===== config.mk =====
export PLATFORM = sky130hd
export DESIGN_NAME = tbp_pwm_top
export DESIGN_NICKNAME = d
export VERILOG_FILES = /design/src/inc/tbp_pkg.sv /design/src/inc/tbp_chan_if.sv /design/src/core/tbp_channel.sv /design/src/core/tbp_pwm_top.sv
export VERILOG_INCLUDE_DIRS = /design/src /design/src/inc
export SDC_FILE = /design/constraint.sdc
export NUM_CORES = 1
export LEC_CHECK = 0
export BUFFER_PORTS_ARGS = -buffer_cell sky130_fd_sc_hd__clkbuf_2
export CORE_MARGIN = 5
export CORE_UTILIZATION = 40
export CTS_CLUSTER_SIZE = 24
export DETAILED_ROUTE_END_ITERATION = 10
export GPL_TIMING_DRIVEN = 1
export PLACE_DENSITY_LB_ADDON = 0.12
export SETUP_SLACK_MARGIN = 0.4
export SYNTH_ARGS = -nofsm -noshare
export SYNTH_HDL_FRONTEND = slang
export SYNTH_HIERARCHICAL = 1
export SYNTH_SLANG_ARGS = --single-unit

===== constraint.sdc =====
create_clock -name hclk -period 5.75 [get_ports hclk]
set_clock_uncertainty 0.1 [all_clocks]
set_input_delay 1.15 -clock hclk [delete_from_list [all_inputs] [get_ports hclk]]
set_output_delay 1.15 -clock hclk [all_outputs]
set_load 0.03 [all_outputs]

===== src/inc/tbp_params.svh =====
`ifndef TBP_PARAMS_SVH
`define TBP_PARAMS_SVH

// register byte offsets
`define TBP_OFS_COUNT 8'h00
`define TBP_OFS_PERIOD 8'h04
`define TBP_OFS_TCON 8'h08
`define TBP_OFS_FLAG 8'h0c
`define TBP_OFS_DIR 8'h10
`define TBP_CH_BASE 8'h20
`define TBP_CH_STRIDE 8'h10
`define TBP_OFS_CTL 8'h00
`define TBP_OFS_DCH 8'h04
`define TBP_OFS_DCL 8'h08

// field positions
`define TBP_CTL_EN 7
`define TBP_CTL_OUT 5
`define TBP_CTL_POL 4
`define TBP_DCL_MSB 7
`define TBP_DCL_LSB 6
`define TBP_TCON_ON 7
`define TBP_TCON_PS_MSB 6
`define TBP_TCON_PS_LSB 4
`define TBP_TCON_POST_MSB 3
`define TBP_FLG_MATCH 1

// reset values and counts
`define TBP_PERIOD_RST 8'hff
`define TBP_BYTE_RST 8'h00
`define TBP_SUB_LAST 2'h3
`define TBP_NCH_MAX 4

`endif


===== src/inc/tbp_pkg.sv =====
package tbp_pkg;
  typedef logic [7:0] tbp_byte_t;
  typedef logic [9:0] tbp_duty_t;
  typedef logic [1:0] tbp_sub_t;
endpackage


===== src/inc/tbp_chan_if.sv =====
`timescale 1ns/1ps
`default_nettype none
interface tbp_chan_if;
  logic wrap;
  tbp_pkg::tbp_duty_t time_base;
  tbp_pkg::tbp_byte_t period;
  logic wr_ctl;
  logic wr_dch;
  logic wr_dcl;
  tbp_pkg::tbp_byte_t wdata;
  tbp_pkg::tbp_byte_t ctl_rd;
  tbp_pkg::tbp_byte_t dch_rd;
  tbp_pkg::tbp_byte_t dcl_rd;
  logic level;
  modport top (output wrap, time_base, period, wr_ctl, wr_dch, wr_dcl, wdata,
               input ctl_rd, dch_rd, dcl_rd, level);
  modport chan (input wrap, time_base, period, wr_ctl, wr_dch, wr_dcl, wdata,
                output ctl_rd, dch_rd, dcl_rd, level);
endinterface
`default_nettype wire


===== src/core/tbp_channel.sv =====
`timescale 1ns/1ps
`default_nettype none
`include "tbp_params.svh"
module tbp_channel (
  input wire logic hclk,
  input wire logic hresetn,
  tbp_chan_if.chan ci
);

  logic en_ff, nxt_en;
  logic pol_ff, nxt_pol;
  tbp_pkg::tbp_byte_t dch_ff, nxt_dch;
  tbp_pkg::tbp_sub_t dcl_ff, nxt_dcl;
  tbp_pkg::tbp_duty_t buf_ff, nxt_buf;
  logic wave_ff, nxt_wave;
  logic out_ff, nxt_out;
  tbp_pkg::tbp_duty_t duty_reg;
  tbp_pkg::tbp_duty_t tb_last;

  assign duty_reg = {dch_ff, dcl_ff};
  assign tb_last = {ci.period, `TBP_SUB_LAST};

  //////////////////////////////////////////////////////////////////////////////
  always_comb begin
    nxt_en = en_ff;
    nxt_pol = pol_ff;
    nxt_dch = dch_ff;
    nxt_dcl = dcl_ff;
    if (ci.wr_ctl) begin
      nxt_en = ci.wdata[`TBP_CTL_EN];
      nxt_pol = ci.wdata[`TBP_CTL_POL];
    end
    // writes land in the software copy only
    if (ci.wr_dch) begin
      nxt_dch = ci.wdata;
    end
    if (ci.wr_dcl) begin
      nxt_dcl = ci.wdata[`TBP_DCL_MSB:`TBP_DCL_LSB];
    end
    nxt_buf = ci.wrap ? duty_reg : buf_ff;
    if (!en_ff) begin
      nxt_wave = 1'b0;
    end else if (ci.wrap) begin
      nxt_wave = (duty_reg != 10'h000);
    end else if (ci.time_base == buf_ff) begin
      nxt_wave = 1'b0;
    end else begin
      nxt_wave = wave_ff;
    end
    nxt_out = nxt_wave ^ nxt_pol;
  end

  always_ff @(posedge hclk or negedge hresetn) begin
    if (!hresetn) begin
      en_ff <= 1'b0;
      pol_ff <= 1'b0;
      dch_ff <= `TBP_BYTE_RST;
      dcl_ff <= 2'h0;
      buf_ff <= 10'h000;
      wave_ff <= 1'b0;
      out_ff <= 1'b0;
    end else begin
      en_ff <= nxt_en;
      pol_ff <= nxt_pol;
      dch_ff <= nxt_dch;
      dcl_ff <= nxt_dcl;
      buf_ff <= nxt_buf;
      wave_ff <= nxt_wave;
      out_ff <= nxt_out;
    end
  end

  assign ci.level = out_ff;
  assign ci.ctl_rd = {en_ff, 1'b0, out_ff, pol_ff, 4'h0};
  assign ci.dch_rd = dch_ff;
  assign ci.dcl_rd = {dcl_ff, 6'h00};
endmodule
`default_nettype wire


===== src/core/tbp_pwm_top.sv =====
// Design decisions made here: register access over AHB-Lite and the register offsets.
`timescale 1ns/1ps
`default_nettype none
`include "tbp_params.svh"
// Function
// - each enabled channel with non-zero duty goes active when the shared count clears at period start
// - channel goes inactive when 10-bit time base equals its buffered duty
// - duty beyond the period end never clears, giving full duty
// - duty registers double-buffered, loaded only at the period match
// - duty writes allowed anytime, never disturbing the running period
// - after count equals period: clear count, load buffers, go active unless zero
// - period is (period value + 1) x 4 x prescale clocks
// - duty is high byte plus bits 7:6 of the low register
// - time base is count plus 2-bit sub-count; 1:1 prescale steps each clock
// - postscaler only shapes the match flag, never the waveform
// - all channels share one count and period, each has its own duty
// - resolution is log2 of 4 x (period + 1), ten bits at 255
// - sleep freezes count and all state; resumes from held count
// - reset restores register defaults and returns pins to input
// - polarity select set inverts the channel output
// - control bit 7 enables the channel
// - control bit 5 reads back the current output level
// - control bit 4 set gives active-low output
module tbp_pwm_top #(
  parameter int NCH = 2
) (
  input wire logic hclk,
  input wire logic hresetn,
  input wire logic hsel,
  input wire logic [31:0] haddr,
  input wire logic [1:0] htrans,
  input wire logic hwrite,
  input wire logic [2:0] hsize,
  input wire logic [31:0] hwdata,
  input wire logic hready,
  output logic [31:0] hrdata,
  output logic hreadyout,
  output logic hresp,
  input wire logic sleep_req,
  output logic [NCH-1:0] pwm_out,
  output logic [NCH-1:0] pin_oe
);

  generate
    if (NCH < 1 || NCH > `TBP_NCH_MAX) begin : g_chk
      $error("NCH out of range");
    end
  endgenerate

  function automatic logic [7:0] chan_addr(input int ch, input logic [7:0] ofs);
    chan_addr = `TBP_CH_BASE + 8'(ch) * `TBP_CH_STRIDE + ofs;
  endfunction

  function automatic logic [6:0] presc_last(input logic [2:0] sel);
    presc_last = 7'((8'h01 << sel) - 8'h01);
  endfunction

  //////////////////////////////////////////////////////////////////////////////
  // bus slave: writes zero-wait, reads one wait state
  logic addr_take;
  logic wr_pend_ff, nxt_wr_pend;
  logic rd_pend_ff, nxt_rd_pend;
  logic [7:0] addr_ff, nxt_addr;
  logic ready_ff, nxt_ready;
  logic [31:0] rdata_ff, nxt_rdata;
  tbp_pkg::tbp_byte_t rd_mux;
  tbp_pkg::tbp_byte_t wbyte;
  logic wr_count, wr_period, wr_tcon, wr_flag, wr_dir;

  assign addr_take = hsel && htrans[1] && hready;
  assign wbyte = hwdata[7:0];
  assign wr_count = wr_pend_ff && addr_ff == `TBP_OFS_COUNT;
  assign wr_period = wr_pend_ff && addr_ff == `TBP_OFS_PERIOD;
  assign wr_tcon = wr_pend_ff && addr_ff == `TBP_OFS_TCON;
  assign wr_flag = wr_pend_ff && addr_ff == `TBP_OFS_FLAG;
  assign wr_dir = wr_pend_ff && addr_ff == `TBP_OFS_DIR;

  always_comb begin
    nxt_wr_pend = addr_take && hwrite;
    nxt_rd_pend = addr_take && !hwrite;
    nxt_addr = addr_take ? haddr[7:0] : addr_ff;
    nxt_ready = !(addr_take && !hwrite);
    nxt_rdata = rd_pend_ff ? {24'h000000, rd_mux} : rdata_ff;
  end

  always_ff @(posedge hclk or negedge hresetn) begin
    if (!hresetn) begin
      wr_pend_ff <= 1'b0;
      rd_pend_ff <= 1'b0;
      addr_ff <= 8'h00;
      ready_ff <= 1'b1;
      rdata_ff <= 32'h00000000;
    end else begin
      wr_pend_ff <= nxt_wr_pend;
      rd_pend_ff <= nxt_rd_pend;
      addr_ff <= nxt_addr;
      ready_ff <= nxt_ready;
      rdata_ff <= nxt_rdata;
    end
  end

  assign hrdata = rdata_ff;
  assign hreadyout = ready_ff;
  assign hresp = 1'b0;

  //////////////////////////////////////////////////////////////////////////////
  // sleep request from outside the clock domain
  logic slp_s1_ff, slp_s2_ff, slp_s3_ff;
  logic sleep_ff, nxt_sleep;

  always_comb begin
    nxt_sleep = (slp_s2_ff == slp_s3_ff) ? slp_s3_ff : sleep_ff;
  end

  always_ff @(posedge hclk or negedge hresetn) begin
    if (!hresetn) begin
      slp_s1_ff <= 1'b0;
      slp_s2_ff <= 1'b0;
      slp_s3_ff <= 1'b0;
      sleep_ff <= 1'b0;
    end else begin
      slp_s1_ff <= sleep_req;
      slp_s2_ff <= slp_s1_ff;
      slp_s3_ff <= slp_s2_ff;
      sleep_ff <= nxt_sleep;
    end
  end

  //////////////////////////////////////////////////////////////////////////////
  // software registers of the shared timer and pins
  tbp_pkg::tbp_byte_t period_ff, nxt_period;
  tbp_pkg::tbp_byte_t tcon_ff, nxt_tcon;
  logic flag_ff, nxt_flag;
  logic [3:0] post_ff, nxt_post;
  logic [NCH-1:0] drv_ff, nxt_drv;
  logic wrap;

  always_comb begin
    nxt_period = wr_period ? wbyte : period_ff;
    nxt_tcon = wr_tcon ? wbyte : tcon_ff;
    nxt_drv = wr_dir ? ~wbyte[NCH-1:0] : drv_ff;
    nxt_post = post_ff;
    nxt_flag = flag_ff;
    if (wr_flag && wbyte[`TBP_FLG_MATCH]) begin
      nxt_flag = 1'b0;
    end
    // postscaler gates only the flag; a set beats a same-cycle clear
    if (wrap) begin
      if (post_ff == tcon_ff[`TBP_TCON_POST_MSB:0]) begin
        nxt_post = 4'h0;
        nxt_flag = 1'b1;
      end else begin
        nxt_post = post_ff + 4'h1;
      end
    end
  end

  always_ff @(posedge hclk or negedge hresetn) begin
    if (!hresetn) begin
      period_ff <= `TBP_PERIOD_RST;
      tcon_ff <= `TBP_BYTE_RST;
      flag_ff <= 1'b0;
      post_ff <= 4'h0;
      drv_ff <= '0;
    end else begin
      period_ff <= nxt_period;
      tcon_ff <= nxt_tcon;
      flag_ff <= nxt_flag;
      post_ff <= nxt_post;
      drv_ff <= nxt_drv;
    end
  end

  assign pin_oe = drv_ff;

  //////////////////////////////////////////////////////////////////////////////
  // shared time base: prescaler, 2-bit sub-count, 8-bit count
  logic [6:0] pre_ff, nxt_pre;
  tbp_pkg::tbp_sub_t sub_ff, nxt_sub;
  tbp_pkg::tbp_byte_t count_ff, nxt_count;
  logic run, tick;

  assign run = tcon_ff[`TBP_TCON_ON] && !sleep_ff;
  // at or past the last step, so a prescale cut mid-count never waits for a 7-bit wrap
  assign tick = run && pre_ff >= presc_last(tcon_ff[`TBP_TCON_PS_MSB:`TBP_TCON_PS_LSB]);
  assign wrap = tick && sub_ff == `TBP_SUB_LAST && count_ff == period_ff;

  always_comb begin
    nxt_pre = pre_ff;
    nxt_sub = sub_ff;
    nxt_count = count_ff;
    if (tick) begin
      nxt_pre = 7'h00;
      nxt_sub = sub_ff + 2'h1;
      if (sub_ff == `TBP_SUB_LAST) begin
        nxt_count = (count_ff == period_ff) ? 8'h00 : count_ff + 8'h01;
      end
    end else if (run) begin
      nxt_pre = pre_ff + 7'h01;
    end
    if (wr_count) begin
      nxt_count = wbyte;
      nxt_pre = 7'h00;
      nxt_sub = 2'h0;
    end
  end

  always_ff @(posedge hclk or negedge hresetn) begin
    if (!hresetn) begin
      pre_ff <= 7'h00;
      sub_ff <= 2'h0;
      count_ff <= `TBP_BYTE_RST;
    end else begin
      pre_ff <= nxt_pre;
      sub_ff <= nxt_sub;
      count_ff <= nxt_count;
    end
  end

  //////////////////////////////////////////////////////////////////////////////
  // channels share wrap and time base
  tbp_pkg::tbp_byte_t ctl_rd [NCH];
  tbp_pkg::tbp_byte_t dch_rd [NCH];
  tbp_pkg::tbp_byte_t dcl_rd [NCH];

  generate
    for (genvar i = 0; i < NCH; i++) begin : g_ch
      tbp_chan_if ci ();
      assign ci.wrap = wrap;
      assign ci.time_base = {count_ff, sub_ff};
      assign ci.period = period_ff;
      assign ci.wr_ctl = wr_pend_ff && addr_ff == chan_addr(i, `TBP_OFS_CTL);
      assign ci.wr_dch = wr_pend_ff && addr_ff == chan_addr(i, `TBP_OFS_DCH);
      assign ci.wr_dcl = wr_pend_ff && addr_ff == chan_addr(i, `TBP_OFS_DCL);
      assign ci.wdata = wbyte;
      assign ctl_rd[i] = ci.ctl_rd;
      assign dch_rd[i] = ci.dch_rd;
      assign dcl_rd[i] = ci.dcl_rd;
      assign pwm_out[i] = ci.level;
      tbp_channel u_ch (
        .hclk(hclk),
        .hresetn(hresetn),
        .ci(ci)
      );
    end
  endgenerate

  //////////////////////////////////////////////////////////////////////////////
  // read decode; unmapped reads return zero
  always_comb begin
    rd_mux = 8'h00;
    case (addr_ff)
      `TBP_OFS_COUNT: begin
        rd_mux = count_ff;
      end
      `TBP_OFS_PERIOD: begin
        rd_mux = period_ff;
      end
      `TBP_OFS_TCON: begin
        rd_mux = tcon_ff;
      end
      `TBP_OFS_FLAG: begin
        rd_mux[`TBP_FLG_MATCH] = flag_ff;
      end
      `TBP_OFS_DIR: begin
        rd_mux[NCH-1:0] = ~drv_ff;
      end
      default: begin
      end
    endcase
    for (int i = 0; i < NCH; i++) begin
      if (addr_ff == chan_addr(i, `TBP_OFS_CTL)) begin
        rd_mux = ctl_rd[i];
      end
      if (addr_ff == chan_addr(i, `TBP_OFS_DCH)) begin
        rd_mux = dch_rd[i];
      end
      if (addr_ff == chan_addr(i, `TBP_OFS_DCL)) begin
        rd_mux = dcl_rd[i];
      end
    end
  end
endmodule
`default_nettype wire


==> metrics.txt <==
Die Height=138.1 um; Core Footprint=16000 sq um; # Max-Cap Violations=0; layout cells sized above 1=24.02%; I/O pins=113; Setup Viol. Count Final=0; CP Launch Type=flop; commonest non-fill, non-tap cells in the layout=dfrtp_1 (102), mux2_2 (70), conb_1 (47), xor2_1 (38), o21ai_0 (36); # H-tree levels=3; # port buffers=35; Die Area=19070 sq um; routed via count=4686; TritonRoute pass-1 iters=5; Post-Place Setup Slack=1.719 ns; Worst Setup End Kind=flop; post_cts resized=0; CTS clk-pin slew, worst paths=0.08 ns; worst-case vdd ir drop=0.1456 mV; DRC errors left=0; startpoint of the worst hold path=slp_s1_ff; PwrDens=293.0 nW/um^2; Seq cells post-synth=111; Vias/cell=5.468; P_leak=3.174 nW; overall die width=138.1 um; Synth Instances=623; WS Path Type=flop to flop; antenna violations before repair=0; Synth Flop Type=dfrtp_1; Max Slew Vio Count=0; routed wire length=17180 um; GR Util All Layers=17.88%; crit path max fanout=29; Yosys warning total=6; Hold WS=0.2533 ns; row count=46; EDFF count, synth=0; Max Root-Sink Buffers=2; CTS tree=done; Slew HR=37.65%; Initial Utilization=41.02%; Layout area overhead=6.635%; vias in the first global route=4419; DRT iter0 DRCs=339; unrepaired setup endpoints after global routing=no; worst-skew pair later-pin latency=0.37 ns; CTS Buf Count=9; Hold Fails Final Rpt=0; Max Clock Freq=249.0 MHz; placed wire-length estimate=12230 um; wire length of the first global-routing pass=26900 um; sequential share of the synthesized area=42.50%; most common cell after layout, fill and taps aside=dfrtp_1; clk root buf=clkbuf_16; final worst slack=1.735 ns; diodes inserted=0; Num Clock Sinks=111; crit share post-route=69.83%; Post-DRT Antenna Nets=0; Post-CTS Setup Inserts=0; mapped cell area=6563 sq um; RD Place Congestion=0.8562; slew at the pin closest to its max-slew limit=0.9318 ns; status=finished, final reports clean; Hold Buf Count CTS=0; async set-or-reset flop fraction in the synthesized netlist=100.0%; Congestion Overflow GR=0; Final min period=4.015 ns; Critical Path RT=5.90 ns; Setup crit start=tcon_ff[6]; largest net degree at the start of global routing=57; Avg WL per Cell=20.04 um; Hold WC Path Type=flop to flop; WP data arrival=4.16 ns; # fillers=1572; distinct cell type count after synthesis=67; Total Power=2.051 mW; worst r2r src=tcon_ff[6]; syn_area_per_cell=10.53 sq um; post-route setup TNS=0 ns; Final #Nets=723
## power breakdown
part	total (mW)	switching (mW)	internal [mW]
clock	0.643	0.334	0.309
sequential	0.969	0.127	0.842
combinational	0.438	0.267	0.171
## worst max-delay path, cell delays in order (launching register included)
cell and delay, ns:
dfrtp_1 0.47, or3_1 0.43, ha_1 0.28, nor3_1 0.16, a21oi_1 0.06, o21a_1 0.18, ha_1 0.31, a211o_1 0.29
a311oi_2 0.27, buf_4 0.27, nor3_2 0.07, buf_4 0.27, nor4_2 0.37, a31oi_2 0.16, xor2_1 0.18
## cells by family after synthesis
family	Yosys count	share of synthesized area, %
AND/OR/NAND/NOR	154	13.82
multiplexers	79	13.38
other	3	0.1716
flip-flops	111	42.50
AO/OA/AOI/OAI	134	14.03
XOR/XNOR	39	5.205
buffers and inverters	90	8.446
adder cells (fa/ha/maj)	13	2.440
## state kept, by name, indices dropped and copies added, names as in the netlist, 2 cells and up
name / count
g_ch.u_ch/dcl_ff: 4
g_ch.u_ch/ci.level: 2
g_ch.u_ch/pol_ff: 2
pre_ff: 7
count_ff: 8
tcon_ff: 8
pin_oe: 2
addr_ff: 8
g_ch.u_ch/buf_ff: 20
g_ch.u_ch/wave_ff: 2
g_ch.ci.period: 8
hrdata: 8
g_ch.u_ch/ci.dch_rd: 16
sub_ff: 2
g_ch.u_ch/en_ff: 2
post_ff: 4
## through the flow
step                cells  instance area [sq um]  util [%]
finish                857                   6998     43.74
global route          857                   6998     43.74
CTS                   857                   6998     43.74
detailed placement    841                   6698     41.86
global placement      841                   6698     41.86
floorplan             667                   6728         -
## cell usage after synthesis, types with 6 or more instances
| cell | number | share of area (%) |
|---|---|---|
| ha_1 | 12 | 2.3 |
| dfrtp_1 | 102 | 39 |
| xor2_1 | 38 | 5.1 |
| clkbuf_1 | 17 | 0.97 |
| dfstp_2 | 9 | 3.6 |
| inv_1 | 7 | 0.40 |
| nand2b_1 | 10 | 0.95 |
| nor4_1 | 10 | 0.95 |
| o31ai_1 | 7 | 0.80 |
| o21ai_0 | 36 | 2.7 |
| nand2_1 | 20 | 1.1 |
| buf_4 | 55 | 6.3 |
| a31oi_1 | 8 | 0.76 |
| buf_2 | 8 | 0.61 |
| a21boi_0 | 6 | 0.69 |
| a22o_1 | 8 | 1.1 |
| nand4_1 | 9 | 0.86 |
| nor2_1 | 32 | 1.8 |
| and3_1 | 6 | 0.57 |
| mux2_2 | 70 | 12 |
| mux2i_1 | 9 | 1.4 |
| nor3_1 | 10 | 0.76 |
| nand3_1 | 10 | 0.76 |
| a21oi_1 | 20 | 1.5 |
| nor2b_1 | 18 | 1.7 |
## cell type report
cell class	count	area [sq um]	share of cell area [%]
inverter	7	26.28	0.3755
clock inverter	7	75.07	1.073
clock buffer	9	225.2	3.218
timing repair buffer	41	222.7	3.183
tap	216	270.3	3.862
sequential	111	2789	39.85
multi-input combinational	466	3390	48.44
## worst paths after layout
kind	to	slack, ns	cells after the start
min	slp_s2_ff	0.25	0
min in group asynchronous	pre_ff[1]	0.74	1
max in group asynchronous	g_ch[0].u_ch/buf_ff[2]	3.62	2
min reg2reg	slp_s2_ff	0.25	0
max	g_ch[1].u_ch/ci.level	1.73	14
max reg2reg	g_ch[1].u_ch/ci.level	1.73	14
## routing by layer
layer | vias up | wire length (um) | track usage (%)
met2 | 126 | 7690 | 26.64
met5 | - | 0 | 0
met4 | 0 | 274 | 5.460
met3 | 18 | 733 | 2.966
li1 | 2207 | - | -
met1 | 2335 | 8476 | 26.67
Power figures use the tool's default switching activity.
